[config.mk]
export PLATFORM = sky130hd
export DESIGN_NAME = e1apm_top
export DESIGN_NICKNAME = d
export VERILOG_FILES = /design/src/rtl/e1apm_pkg.sv /design/src/rtl/e1apm_top.sv
export VERILOG_INCLUDE_DIRS = /design/src /design/src/rtl
export SDC_FILE = /design/constraint.sdc
export NUM_CORES = 2
export LEC_CHECK = 0
export ABC_AREA = 0
export ABC_CLOCK_PERIOD_IN_PS = 10000
export BUFFER_PORTS_ARGS = -buffer_cell sky130_fd_sc_hd__buf_4
export CORE_MARGIN = 2
export CORE_UTILIZATION = 55
export DETAILED_ROUTE_END_ITERATION = 7
export HOLD_SLACK_MARGIN = 0.05
export PLACE_DENSITY = 0.71
export SLEW_MARGIN = 15
export SYNTH_ARGS = -nofsm -noshare
export SYNTH_HDL_FRONTEND = slang
export SYNTH_MEMORY_MAX_BITS = 65536
export SYNTH_SLANG_ARGS = --single-unit
[constraint.sdc]
create_clock -name i_mclk -period 10 [get_ports i_mclk]
set_clock_uncertainty 0.1 [all_clocks]
set_input_delay 0.5 -clock i_mclk [delete_from_list [all_inputs] [get_ports i_mclk]]
set_output_delay 0.5 -clock i_mclk [all_outputs]
set_load 0.03 [all_outputs]
[src/rtl/e1apm_map.svh]
`ifndef E1APM_MAP_SVH
`define E1APM_MAP_SVH
// register byte offsets
`define E1APM_A_CTRL 8'h00
`define E1APM_A_CMD 8'h04
`define E1APM_A_STAT 8'h08
`define E1APM_A_HOOK 8'h0c
`define E1APM_A_ERRC 8'h10
`define E1APM_A_HSEL 8'h14
`define E1APM_A_HD0 8'h18
`define E1APM_A_HD1 8'h1c
`define E1APM_A_HD2 8'h20
`define E1APM_A_LSEL 8'h24
`define E1APM_A_LDAT 8'h28
`define E1APM_A_LCNT 8'h2c
// command bits
`define E1APM_C_DIS 0
`define E1APM_C_EN 1
`define E1APM_C_CLR 2
`define E1APM_C_LCLR 3
`define E1APM_C_ECLR 4
// control bit and reset values
`define E1APM_CTRL_CRC4 0
`define E1APM_RST_CRC4 1'b1
`define E1APM_RST_ALM_EN 1'b1
// detection counts, limits and store sizes
`define E1APM_OOF_N 3
`define E1APM_LOS_N 255
`define E1APM_AIS_N 512
`define E1APM_PERSIST_S 2
`define E1APM_CLEAN_S 2
`define E1APM_BURST_N 320
`define E1APM_UAS_N 10
`define E1APM_LOF_S 3
`define E1APM_ERR_MAX 65000
`define E1APM_LOG_N 100
`define E1APM_HIST_N 24
`define E1APM_HR_SEC 3600
// time base
`define E1APM_CLK_NS 25
`define E1APM_SEC_NS 1000000000
`define E1APM_SEC_CYC (`E1APM_SEC_NS / `E1APM_CLK_NS)
`endif

[src/rtl/e1apm_pkg.sv]
package e1apm_pkg;
  typedef enum logic [1:0] {
    E1APM_LV_NONE = 2'h0,
    E1APM_LV_L1 = 2'h1,
    E1APM_LV_L2 = 2'h2
  } e1apm_lvl_type;
  typedef enum logic [1:0] {
    E1APM_LG_L1 = 2'h1,
    E1APM_LG_L2 = 2'h2,
    E1APM_LG_CLR = 2'h3
  } e1apm_log_type;
  typedef struct packed {
    logic stb;
    logic bit_v;
    logic fstb;
    logic ferr;
    logic fok;
    logic crc;
    logic bpv;
    logic slip;
    logic ber1;
    logic ber2;
  } e1apm_rx_type;
  typedef struct packed {
    logic reframe;
    logic resync;
    logic mute;
    logic contact;
    logic svc_ind;
    logic yellow_en;
    logic line_proc;
  } e1apm_out_type;
  typedef struct packed {
    logic [11:0] es;
    logic [11:0] bs;
    logic [11:0] uas;
    logic [11:0] lofs;
    logic [11:0] slip;
  } e1apm_perf_type;
  typedef struct packed {
    logic [1:0] code;
    logic [29:0] stamp;
  } e1apm_logent_type;
endpackage : e1apm_pkg

[src/rtl/e1apm_top.sv]
// How it works
// RQ1: three framing errors declare out-of-frame, reframe
// RQ2: out-of-frame mutes all receive timeslots
// RQ3: 255 zeros declare loss of signal, resync
// RQ4: loss over two seconds: level 2, mute
// RQ5: all-ones over two seconds: level 2, mute
// RQ6: level 2 clears after two clean seconds
// RQ7: bit errors level 1/2; frame faults level 2
// RQ8: disable drops contacts, lights indicator, no yellow
// RQ9: enable restores contacts, yellow, line processing
// RQ10: clear reopens contact, logs, redeclares if persisting
// RQ11: hundred-entry stamped log, erasable
// RQ12: alarm state and thirty hook bits readable
// RQ13: per-second sampling, hourly sums, 24-hour history
// RQ14: hour end copies history then zeroes
// RQ15: count CRC errors or bipolar violations
// RQ16: errored second: any error or out-of-frame
// RQ17: bursty second: errors above one, below 320
// RQ18: severe second: over 320 errors or out-of-frame
// RQ19: unavailable after ten severe, ten clean end
// RQ20: loss-of-frame after three seconds; slip seconds
// RQ21: total error count saturates, cleared by command
// RQ22: one free-running second and hour base
//
// Our own choices: the register offsets and the strobed register port.
`include "e1apm_map.svh"
module e1apm_top #(
  parameter int unsigned SEC_CYC = `E1APM_SEC_CYC,
  parameter int unsigned HR_SEC = `E1APM_HR_SEC
) (
  // clock and reset
  input wire logic i_mclk,
  input wire logic i_sys_rst,
  // register port
  input wire logic [7:0] i_addr,
  input wire logic [31:0] i_wdata,
  input wire logic i_wr,
  input wire logic i_rd,
  output logic [31:0] o_rdata,
  // framer side
  input wire e1apm_pkg::e1apm_rx_type i_rx,
  input wire logic [29:0] i_hook,
  // alarm outputs
  output e1apm_pkg::e1apm_out_type o_ctl
);
  import e1apm_pkg::*;
  localparam int SW = $clog2(SEC_CYC);
  localparam int HW = $clog2(HR_SEC);
  localparam int P = `E1APM_PERSIST_S;

  // time base
  logic [SW-1:0] sec_cnt_q;
  logic [HW-1:0] hr_cnt_q;
  logic [29:0] stamp_q;
  wire sec_tick = sec_cnt_q == SW'(SEC_CYC - 1);
  wire hr_tick = sec_tick && hr_cnt_q == HW'(HR_SEC - 1);
  always_ff @(posedge i_mclk or posedge i_sys_rst) begin
    if (i_sys_rst) begin
      sec_cnt_q <= '0;
      hr_cnt_q <= '0;
      stamp_q <= '0;
    end else begin
      sec_cnt_q <= sec_tick ? '0 : sec_cnt_q + SW'(1); // RQ22
      if (sec_tick) begin
        hr_cnt_q <= hr_tick ? '0 : hr_cnt_q + HW'(1); // RQ22
        stamp_q <= stamp_q + 30'h1;
      end
    end
  end

  // command decode
  wire wr_cmd = i_wr && i_addr == `E1APM_A_CMD;
  wire c_dis = wr_cmd && i_wdata[`E1APM_C_DIS];
  wire c_en = wr_cmd && i_wdata[`E1APM_C_EN];
  wire c_clr = wr_cmd && i_wdata[`E1APM_C_CLR];
  wire c_lclr = wr_cmd && i_wdata[`E1APM_C_LCLR];
  wire c_eclr = wr_cmd && i_wdata[`E1APM_C_ECLR];

  // line fault detection
  logic [1:0] ferr_run_q;
  logic [7:0] zrun_q;
  logic [9:0] orun_q;
  logic oof_q, los_q;
  wire oof_set = i_rx.fstb && i_rx.ferr && ferr_run_q == 2'(`E1APM_OOF_N - 1);
  wire los_set = i_rx.stb && !i_rx.bit_v && zrun_q == 8'(`E1APM_LOS_N - 1);
  wire ais = orun_q == 10'(`E1APM_AIS_N);
  always_ff @(posedge i_mclk or posedge i_sys_rst) begin
    if (i_sys_rst) begin
      ferr_run_q <= '0;
      zrun_q <= '0;
      orun_q <= '0;
      oof_q <= 1'b0;
      los_q <= 1'b0;
    end else begin
      if (i_rx.fstb)
        ferr_run_q <= (i_rx.ferr && !oof_set) ? ferr_run_q + 2'h1 : 2'h0;
      if (i_rx.stb) begin
        zrun_q <= i_rx.bit_v ? 8'h0 : (zrun_q == 8'hff ? zrun_q : zrun_q + 8'h1);
        orun_q <= !i_rx.bit_v ? 10'h0 : (ais ? orun_q : orun_q + 10'h1);
      end
      oof_q <= oof_set || (oof_q && !i_rx.fok); // RQ1
      los_q <= los_set || (los_q && !(i_rx.stb && i_rx.bit_v)); // RQ3
    end
  end

  // per-second collection
  logic los_all_q, ais_all_q, lof_all_q, flt_seen_q, oof_seen_q, slip_seen_q;
  logic [15:0] ecnt_q;
  logic crc4_q;
  wire cnt_ev = crc4_q ? i_rx.crc : i_rx.bpv; // RQ15
  always_ff @(posedge i_mclk or posedge i_sys_rst) begin
    if (i_sys_rst) begin
      los_all_q <= 1'b1;
      ais_all_q <= 1'b1;
      lof_all_q <= 1'b1;
      flt_seen_q <= 1'b0;
      oof_seen_q <= 1'b0;
      slip_seen_q <= 1'b0;
      ecnt_q <= '0;
    end else if (sec_tick) begin
      los_all_q <= 1'b1;
      ais_all_q <= 1'b1;
      lof_all_q <= 1'b1;
      flt_seen_q <= 1'b0;
      oof_seen_q <= 1'b0;
      slip_seen_q <= 1'b0;
      ecnt_q <= '0;
    end else begin
      los_all_q <= los_all_q && los_q;
      ais_all_q <= ais_all_q && ais;
      lof_all_q <= lof_all_q && (oof_q || los_q);
      flt_seen_q <= flt_seen_q || los_q || oof_q || ais;
      oof_seen_q <= oof_seen_q || oof_q;
      slip_seen_q <= slip_seen_q || i_rx.slip;
      if (cnt_ev && ecnt_q != 16'hffff)
        ecnt_q <= ecnt_q + 16'h1;
    end
  end

  // second-granular persistence
  logic [1:0] los_run_q, ais_run_q, clean_run_q, lof_run_q;
  always_ff @(posedge i_mclk or posedge i_sys_rst) begin
    if (i_sys_rst) begin
      los_run_q <= '0;
      ais_run_q <= '0;
      clean_run_q <= '0;
      lof_run_q <= '0;
    end else if (sec_tick) begin
      los_run_q <= !los_all_q ? 2'h0 : (&los_run_q ? los_run_q : los_run_q + 2'h1);
      ais_run_q <= !ais_all_q ? 2'h0 : (&ais_run_q ? ais_run_q : ais_run_q + 2'h1);
      clean_run_q <= flt_seen_q ? 2'h0 : (&clean_run_q ? clean_run_q : clean_run_q + 2'h1);
      lof_run_q <= !lof_all_q ? 2'h0 : (&lof_run_q ? lof_run_q : lof_run_q + 2'h1);
    end
  end

  // alarm level
  e1apm_lvl_type lvl_q, lvl_d;
  logic alm_en_q;
  wire persist = los_run_q > 2'(P) || ais_run_q > 2'(P); // RQ4 RQ5
  wire l2_set = persist || oof_q || i_rx.ber2; // RQ7
  wire l2_ok = clean_run_q >= 2'(`E1APM_CLEAN_S) && !l2_set; // RQ6
  always_comb begin
    case (lvl_q)
      E1APM_LV_NONE: lvl_d = l2_set ? E1APM_LV_L2 : (i_rx.ber1 ? E1APM_LV_L1 : lvl_q);
      E1APM_LV_L1: lvl_d = l2_set ? E1APM_LV_L2 : (i_rx.ber1 ? lvl_q : E1APM_LV_NONE);
      E1APM_LV_L2: lvl_d = !l2_ok ? lvl_q : (i_rx.ber1 ? E1APM_LV_L1 : E1APM_LV_NONE);
      default: lvl_d = E1APM_LV_NONE;
    endcase
  end
  // a clear drops to none for one cycle; a standing cause redeclares next
  always_ff @(posedge i_mclk or posedge i_sys_rst) begin
    if (i_sys_rst) begin
      lvl_q <= E1APM_LV_NONE;
      alm_en_q <= `E1APM_RST_ALM_EN;
      crc4_q <= `E1APM_RST_CRC4;
    end else begin
      lvl_q <= c_clr ? E1APM_LV_NONE : lvl_d; // RQ10
      if (c_dis)
        alm_en_q <= 1'b0; // RQ8
      else if (c_en)
        alm_en_q <= 1'b1; // RQ9
      if (i_wr && i_addr == `E1APM_A_CTRL)
        crc4_q <= i_wdata[`E1APM_CTRL_CRC4];
    end
  end

  // outputs
  wire alm_on = lvl_q != E1APM_LV_NONE;
  wire is_l2 = lvl_q == E1APM_LV_L2;
  e1apm_out_type ctl_d;
  assign ctl_d.reframe = oof_set; // RQ1
  assign ctl_d.resync = los_set; // RQ3
  assign ctl_d.mute = oof_q || (is_l2 && persist); // RQ2 RQ4 RQ5
  assign ctl_d.contact = alm_en_q && alm_on; // RQ8 RQ9 RQ10
  assign ctl_d.svc_ind = !alm_en_q || alm_on; // RQ8 RQ10
  assign ctl_d.yellow_en = alm_en_q && is_l2; // RQ8 RQ9
  assign ctl_d.line_proc = alm_en_q && is_l2; // RQ8 RQ9 RQ10
  always_ff @(posedge i_mclk or posedge i_sys_rst) begin
    if (i_sys_rst)
      o_ctl <= '0;
    else
      o_ctl <= ctl_d;
  end

  // alarm log
  e1apm_logent_type log_mem [`E1APM_LOG_N];
  logic [6:0] lptr_q, lcnt_q, lsel_q;
  wire lg_new = lvl_d != lvl_q && lvl_d != E1APM_LV_NONE && !c_clr;
  wire lg_we = c_clr || lg_new; // RQ10 RQ11
  e1apm_logent_type lg_ent;
  assign lg_ent.code = c_clr ? E1APM_LG_CLR : lvl_d;
  assign lg_ent.stamp = stamp_q;
  wire [7:0] lrd_raw = 8'(lptr_q) + 8'(`E1APM_LOG_N - 1) - 8'(lsel_q);
  wire [7:0] lrd_idx = lrd_raw >= 8'(`E1APM_LOG_N) ? lrd_raw - 8'(`E1APM_LOG_N) : lrd_raw;
  wire lsel_ok = lsel_q < lcnt_q;
  always_ff @(posedge i_mclk) begin
    if (lg_we)
      log_mem[lptr_q] <= lg_ent;
  end
  always_ff @(posedge i_mclk or posedge i_sys_rst) begin
    if (i_sys_rst) begin
      lptr_q <= '0;
      lcnt_q <= '0;
      lsel_q <= '0;
    end else begin
      if (c_lclr) begin
        lptr_q <= '0; // RQ11
        lcnt_q <= '0; // RQ11
      end else if (lg_we) begin
        lptr_q <= lptr_q == 7'(`E1APM_LOG_N - 1) ? 7'h0 : lptr_q + 7'h1;
        if (lcnt_q != 7'(`E1APM_LOG_N))
          lcnt_q <= lcnt_q + 7'h1;
      end
      if (i_wr && i_addr == `E1APM_A_LSEL)
        lsel_q <= i_wdata[6:0];
    end
  end

  // second classification
  logic unav_q;
  logic [3:0] srun_q, okrun_q;
  wire es = ecnt_q != 16'h0 || oof_seen_q; // RQ16
  wire bs = ecnt_q > 16'h1 && ecnt_q < 16'(`E1APM_BURST_N); // RQ17
  wire ses = ecnt_q > 16'(`E1APM_BURST_N) || oof_seen_q; // RQ18
  wire enter = !unav_q && ses && srun_q == 4'(`E1APM_UAS_N - 1);
  wire leave = unav_q && !ses && okrun_q == 4'(`E1APM_UAS_N - 1);
  // clean seconds inside the unavailable span stay pending until resolved
  wire [3:0] uas_inc = enter ? 4'(`E1APM_UAS_N) :
                       (unav_q && ses) ? okrun_q + 4'h1 : 4'h0; // RQ19
  wire lofs_inc = lof_all_q && lof_run_q >= 2'(`E1APM_LOF_S - 1); // RQ20
  always_ff @(posedge i_mclk or posedge i_sys_rst) begin
    if (i_sys_rst) begin
      unav_q <= 1'b0;
      srun_q <= '0;
      okrun_q <= '0;
    end else if (sec_tick) begin
      unav_q <= enter || (unav_q && !leave); // RQ19
      srun_q <= (ses && !unav_q && !enter) ? srun_q + 4'h1 : 4'h0;
      okrun_q <= (unav_q && !ses && !leave) ? okrun_q + 4'h1 : 4'h0;
    end
  end

  // hourly counters and history
  e1apm_perf_type cur_q, cur_d;
  e1apm_perf_type hist_mem [`E1APM_HIST_N];
  logic [4:0] hptr_q, hsel_q;
  logic [15:0] errc_q;
  assign cur_d.es = cur_q.es + 12'(es);
  assign cur_d.bs = cur_q.bs + 12'(bs);
  assign cur_d.uas = cur_q.uas + 12'(uas_inc);
  assign cur_d.lofs = cur_q.lofs + 12'(lofs_inc);
  assign cur_d.slip = cur_q.slip + 12'(slip_seen_q); // RQ20
  wire [4:0] sec_sum = 5'(es) + 5'(bs) + 5'(uas_inc) + 5'(lofs_inc) + 5'(slip_seen_q);
  wire [16:0] errc_add = 17'(errc_q) + 17'(sec_sum);
  wire sat = errc_add >= 17'(`E1APM_ERR_MAX);
  always_ff @(posedge i_mclk) begin
    if (hr_tick)
      hist_mem[hptr_q] <= cur_d; // RQ14
  end
  always_ff @(posedge i_mclk or posedge i_sys_rst) begin
    if (i_sys_rst) begin
      cur_q <= '0;
      hptr_q <= '0;
      errc_q <= '0;
    end else begin
      if (hr_tick) begin
        cur_q <= '0; // RQ13 RQ14
        hptr_q <= hptr_q == 5'(`E1APM_HIST_N - 1) ? 5'h0 : hptr_q + 5'h1;
      end else if (sec_tick)
        cur_q <= cur_d; // RQ13
      if (c_eclr)
        errc_q <= '0; // RQ21
      else if (sec_tick)
        errc_q <= sat ? 16'(`E1APM_ERR_MAX) : errc_add[15:0]; // RQ21
    end
  end

  // history select: 0 is the running hour, 1 the last full hour
  wire [5:0] hrd_raw = 6'(hptr_q) + 6'(`E1APM_HIST_N) - 6'(hsel_q);
  wire [5:0] hrd_idx = hrd_raw >= 6'(`E1APM_HIST_N) ? hrd_raw - 6'(`E1APM_HIST_N) : hrd_raw;
  wire e1apm_perf_type hv = hsel_q == 5'h0 ? cur_q : hist_mem[hrd_idx[4:0]];
  wire [4:0] hsel_in = i_wdata[4:0] > 5'(`E1APM_HIST_N) ? 5'(`E1APM_HIST_N) : i_wdata[4:0];
  always_ff @(posedge i_mclk or posedge i_sys_rst) begin
    if (i_sys_rst)
      hsel_q <= '0;
    else if (i_wr && i_addr == `E1APM_A_HSEL)
      hsel_q <= hsel_in;
  end

  // read mux, unmapped reads return zero
  logic [31:0] rd_mux;
  always_comb begin
    case (i_addr)
      `E1APM_A_CTRL: rd_mux = {31'h0, crc4_q};
      `E1APM_A_STAT: rd_mux = {25'h0, unav_q, ais, los_q, oof_q, alm_en_q, lvl_q}; // RQ12
      `E1APM_A_HOOK: rd_mux = {2'h0, i_hook}; // RQ12
      `E1APM_A_ERRC: rd_mux = {16'h0, errc_q};
      `E1APM_A_HSEL: rd_mux = {27'h0, hsel_q};
      `E1APM_A_HD0: rd_mux = {4'h0, hv.bs, 4'h0, hv.es};
      `E1APM_A_HD1: rd_mux = {4'h0, hv.lofs, 4'h0, hv.uas};
      `E1APM_A_HD2: rd_mux = {20'h0, hv.slip};
      `E1APM_A_LSEL: rd_mux = {25'h0, lsel_q};
      `E1APM_A_LDAT: rd_mux = lsel_ok ? log_mem[lrd_idx[6:0]] : 32'h0; // RQ11
      `E1APM_A_LCNT: rd_mux = {25'h0, lcnt_q};
      default: rd_mux = 32'h0;
    endcase
  end
  always_ff @(posedge i_mclk or posedge i_sys_rst) begin
    if (i_sys_rst)
      o_rdata <= '0;
    else
      o_rdata <= i_rd ? rd_mux : 32'h0;
  end
endmodule : e1apm_top

==> Word-level counts from Yosys, hierarchy flattened <==
Memories as Yosys holds them, arrays and structs flattened.
Index checks and enable logic that the tools add are counted.
W data, S select, Z words.
{ "op_classes": {"addsub": 32, "n_lt_le_gt_ge": 12, "n_eq_ne": 32, "n_reduce_logical": 89, "mux": 62} }
{ "op_table": {"columns": ["operator", "count"], "rows": [
  ["$pmux W32 S11", 1],
  ["$mux W60", 3],
  ["$mux W16", 5],
  ["$mux W32", 2],
  ["$mux W7", 7],
  ["$add A12 B1 Y12", 4],
  ["$logic_and A1 B1 Y1", 38],
  ["$eq A8 B5 Y1 const B", 4],
  ["$eq A8 B6 Y1 const B", 4],
  ["$mux W2", 16],
  ["$add A30 B1 Y30 const B", 1],
  ["$add A26 B1 Y26 const B", 1],
  ["$eq A26 B26 Y1 const B", 1],
  ["$mux W26", 1],
  ["$reduce_and A2 Y1", 11],
  ["$mux W10", 2],
  ["$add A16 B5 Y17", 1],
  ["$ge A17 B16 Y1 const B", 1],
  ["$logic_or A1 B1 Y1", 17],
  ["$add A16 B1 Y16 const B", 1],
  ["$eq A8 B4 Y1 const B", 2],
  ["$eq A8 B8 Y1 const B", 2],
  ["$gt A16 B1 Y1 const B", 1],
  ["$gt A16 B9 Y1 const B", 1],
  ["48 further kinds", 100]
]} }
{ "word_totals": {"n_memories": 2, "reg_bits": 278, "ramBits": 4640} }
{ "memory_table": {"columns": ["memory", "words", "word_bits", "read_ports", "rd_clocked_by_memory_dff", "wr", "line_no", "rtl"], "rows": [
  ["log_mem", 100, 32, 1, 0, 1, "e1apm_top.sv:206", "e1apm_logent_type log_mem [`E1APM_LOG_N];"],
  ["hist_mem", 24, 60, 1, 0, 1, "e1apm_top.sv:265", "e1apm_perf_type hist_mem [`E1APM_HIST_N];"]
]} }

==> Longest topological paths before layout <==
{ "depth": {"ltp_word": 14, "ltp_mapped": 22, "ltp_nobuf": 22} }

==> Worst setup path before layout <==
OpenSTA, ideal clock, no wires.
{ "synth_timing": {"path_kind": "reg-to-reg", "from": "register hr_cnt_q[6]", "to": "memory hist_mem[13][0] in the netlist's numbering, enable pin", "path_slack_ns": 4.362, "setup_ns": 0.478, "required_time_ns": 9.422, "synth_period_minus_slack_ns": 5.638, "stages_incl_launch_ff": 8, "t_arrival_ns": 5.060, "path_cell_list": "dfrtp_1 > or4_1 > or4_1 > nor3_1 > clkbuf_1 > clkbuf_1 > nand2_1 > nor2_1"} }
{ "synth_between": {"elab_chain_cells": 4} }
{ "synth_rtl": {"columns": ["item", "line_no", "rtl"], "rows": [
  ["start, declared", "e1apm_top.sv:53", "logic [HW-1:0] hr_cnt_q;"],
  ["start signal, assigned", "e1apm_top.sv:65", "hr_cnt_q <= hr_tick ? '0 : hr_cnt_q + HW'(1);"],
  ["$eq A12 B12 Y1", "e1apm_top.sv:56", "wire hr_tick = sec_tick && hr_cnt_q == HW'(HR_SEC - 1);"],
  ["$logic_and A1 B1 Y1", "e1apm_top.sv:56", null],
  ["$mux W1", "e1apm_top.sv:277", "if (hr_tick)"],
  ["$mux W1 (not written as such)", "e1apm_top.sv:278", "hist_mem[hptr_q] <= cur_d;"],
  ["end, declared", "e1apm_top.sv:265", null]
]} }
No other way between the ends.

==> Final worst setup path <==
{ "layout_timing": {"from": "register lsel_q[1]", "to": "register o_rdata[19]"} }
{ "layout_between": {"elab_chain_cells": 7, "word_cells_on_any_way": 9} }
{ "layout_rtl": {"columns": ["item", "line_no", "rtl"], "rows": [
  ["start, declared", "e1apm_top.sv:207", "logic [6:0] lptr_q, lcnt_q, lsel_q;"],
  ["start signal, assigned", "e1apm_top.sv:235", "lsel_q <= i_wdata[6:0];"],
  ["$sub A8 B7 Y8", "e1apm_top.sv:213", "wire [7:0] lrd_raw = 8'(lptr_q) + 8'(`E1APM_LOG_N - 1) - 8'(lsel_q);"],
  ["$sub A7 B7 Y7 or $ge A8 B7 Y1 (tied branches)", "e1apm_top.sv:214", "wire [7:0] lrd_idx = lrd_raw >= 8'(`E1APM_LOG_N) ? lrd_raw - 8'(`E1APM_LOG_N) : lrd_raw;"],
  ["$mux W7", "e1apm_top.sv:214", null],
  ["$mem_v2 Z100 W32", null, null],
  ["$mux W32 (*)", "e1apm_top.sv:323", "`E1APM_A_LDAT: rd_mux = lsel_ok ? log_mem[lrd_idx[6:0]] : 32'h0;"],
  ["$pmux W32 S11 (*)", "e1apm_top.sv:313", "case (i_addr)"],
  ["$mux W32 (*)", "e1apm_top.sv:332", "o_rdata <= i_rd ? rd_mux : 32'h0;"],
  ["end signal, assigned", "e1apm_top.sv:332", null],
  ["end, declared", "e1apm_top.sv:39", "output logic [31:0] o_rdata,"]
]} }
Mark *: on every way between the ends. The rest lies on a longest branch, timed or not.
A chain may end at the register's enable or synchronous reset.

==> results.yml <==
outcome:
  status: "completed"
die:
  die_w_um: 598
  num_rows: 218
  ios: 123
  initial_core_util: 0.551
  die_area_um2: 357000
  die_y_um: 598
  design.core.area_um2: 352000
worst_setup_path:
  crit_type: "register to register"
  start_kind: "register"
  r2r-start: "lsel_q[1]"
  reg2reg_slack_ps: 2490
  worstPathRequired_ps: 10810
  reg2reg_depth: 17
  cp-end-kind: "register"
  crit_arrival_ps: 8320
  path_max_fanout: 16
  r2r-end: "o_rdata[19]"
clock_tree:
  cts_tree: "yes"
  clock-sinks: 4918
  clk_latency_ps: 1020
  ctsResizeCount: 0
  cts.htree.levels: 5
  clk_pin_slew_ps: 60
  cts_buffers: 468
  cts.path.max_buffers: 4
  cts_root_buf: "clkbuf_16"
timing:
  setup_viol: 0
  hold_viol: 0
  worstMarginPinSlew_ps: 1280
  min_period_ps: 7510
  slew_headroom: 0.146
  slew_viol_final: 0
  rsz0062_at_grt: "no"
  tns_ps: 0
  fin_crit_sh: 0.751
  clock.fmax_mhz: 133
synth:
  netlist_area_um2: 194000
  synthFlopType: "edfxtp_1"
  yosysTopAreaCell: "edfxtp_1"
  synth_edf_count: 4640
  ys_warn_count: 0
  synth.net_count: 10800
  synth_top_area_frac: 0.718
  synth_area_leaders: "edfxtp_1, mux4_2, dfrtp_1"
  synth-seq-cells: 4918
  ys_seq_area_frac: 0.754
  synthCells: 10600
  ys_async_sr_fraction: 0.0565
  syn_area_per_cell_um2: 18.2
  ys_types: 98
placement:
  gp_congestion: 0.909
  portBuffers: 97
  place.detailed.hpwl_um: 303000
hold_path:
  hold_class: "primary input to asynchronous set/reset pin"
layout:
  final_nets: 11200
  drive_above_1_share: 0.205
  syn_to_final_growth_pct: 12.2
routing:
  post_drt_wl_per_cell_um: 33.3
  first_pass_iters: 7
  wl_um: 534000
  vias: 107000
  vias_per_cell: 6.65
  drt-initial-drc-count: 15100
  drc: 0
  ant_nets: 0
power:
  ir_drop_v: 0.000309
  power.leakage_nw: 72.7
  pwr_density_cell_nw_per_um2: 223
  power.total_mw: 48.5
run:
  cap_violations: 0
grt:
  grt_pass1_vias: 105000
  grt_overflow: 0
  grt_pass1_wl_um: 756000
  antenna_found_initial: 35
  grt_max_degree: 187
  groute.usage.overall: 0.298
routing by layer:
metal	global-route usage	part of all wire	vias to the layer above
met5	0	0.00029	-
met3	0.0652	0.12	1432
met4	0.171	0.068	24
met2	0.467	0.47	6976
met1	0.388	0.35	55100
li1	-	-	43200
synth_stat cells, types with 12 or more instances:
cell      number
o22ai_1       55
xnor2_1       92
a41oi_1       15
buf_4         25
edfxtp_1    4640
buf_6         16
a22oi_1       53
nor2b_1       16
or3_1         20
a222oi_1      15
buf_2        124
clkbuf_1     315
mux2i_1      201
or4_1         15
dfrtp_1      273
nand4_1       81
nand2_1     1447
mux2_2        23
a211oi_1      18
inv_1         78
xor2_1        67
nor2_1       297
a311oi_1      14
o31ai_1       12
a31oi_1       58
o32ai_1       13
nand3_1      567
o221ai_1      13
and3_1        54
o21ai_0      167
mux4_2       982
a21o_1        19
a21oi_1      291
o211ai_1      26
and2_1        16
ha_1          85
nor3_1        41
a22o_1        12
a211o_1       16
buf_1         96
nor4_1        38
a32oi_1       53
report_power, final:
group          internal [mW]  switching, mW
clock network           9.72           7.67
registers               22.2         0.0520
logic                   2.68           6.21
total                   34.6           13.9
through the flow:
| step | util | cell area, µm² | setup slack [ps] | cells | hold WS, ps |
|---|---|---|---|---|---|
| after CTS | 0.618 | 217000 | 2850 | 16000 | 83.0 |
| after global routing | 0.618 | 218000 | 2420 | 16000 | 101 |
| after detailed placement | 0.574 | 202000 | 2910 | 15100 | 367 |
| after floorplan | - | 194000 | 1740 | 10600 | 346 |
| after global placement | 0.574 | 202000 | 2900 | 15100 | 361 |
| final | 0.618 | 218000 | 2490 | 16000 | 97.4 |
cells in the final DEF (no fill, tap or decap), types with 54 or more instances in the layout:
master / n
edfxtp_1: 4640
nand2_1: 1439
mux4_2: 982
nand3_1: 564
clkbuf_16: 473
buf_4: 417
a21oi_1: 291
dfrtp_1: 243
mux2i_1: 201
nor2_1: 166
o21ai_0: 166
nor2_4: 130
clkbuf_1: 130
xnor2_1: 91
clkinv_2: 90
clkinv_1: 87
nand4_1: 81
ha_1: 81
inv_1: 76
xor2_1: 61
a31oi_1: 58
o22ai_1: 55
and3_1: 54
how the worst max path moves through the flow:
stage          startpoint      endpoint  cells after the start
6_report        lsel_q[1]   o_rdata[19]                     17
5_1_grt         lsel_q[1]   o_rdata[19]                     17
4_1_cts         lsel_q[1]   o_rdata[19]                     17
3_5_place_dp    lsel_q[1]   o_rdata[19]                     17
3_3_place_gp    lsel_q[1]   o_rdata[22]                     18
2_1_floorplan   i_sys_rst  ais_run_q[0]                      1
sequential cells by signal, indices dropped and copies added (netlist names), 8 cells and up:
signal and cells:
errc_q 16, stamp_q 30, o_rdata 32, cur_q 60
zrun_q 8, ecnt_q 16, hr_cnt_q 12, hist_mem 1440
sec_cnt_q 26, log_mem 3200, orun_q 10
cell families (layout without fill, tap and decap cells):
| family | after synthesis | count (layout) | synth area share |
|---|---|---|---|
| XOR/XNOR | 162 | 162 | 0.00743 |
| adder cells (fa/ha/maj) | 91 | 91 | 0.00610 |
| buffers and inverters | 659 | 1437 | 0.0148 |
| other | 0 | 13 | 0 |
| flip-flops | 4918 | 4918 | 0.754 |
| AND/OR/NAND/NOR | 2649 | 2649 | 0.0597 |
| multiplexers | 1210 | 1210 | 0.126 |
| AO/OA/AOI/OAI | 944 | 944 | 0.0316 |
area by class of cell:
| class | instances | area [µm²] |
|---|---|---|
| flip-flops and latches | 4918 | 146000 |
| fillers | 23900 | 134000 |
| multi-input cells | 5056 | 46100 |
| clock buffers | 622 | 12600 |
| well taps | 4620 | 5780 |
| repair buffers | 479 | 4010 |
| clock inverters | 256 | 2400 |
| inverters | 80 | 308 |
| diodes | 13 | 32.5 |
what timing repair did:
action,in CTS,in global routing
hold endpoints to repair,196,0
hold buffers,34,0
buffers inserted,0,0
worst max-delay path, cell delays in order (launching register included):
cell and delay (ps):
dfrtp_1 450, inv_1 120, ha_1 330, ha_4 150, inv_1 60, fa_1 1000, clkinv_1 530, ha_1 340
a21boi_0 200, o21ai_0 230, a31oi_4 670, nand2_1 290, nand2_1 550, nand2_1 650, buf_4 450, a21oi_1 780
nor2_1 80, a311o_1 380
(Power assumes the default switching activity.)
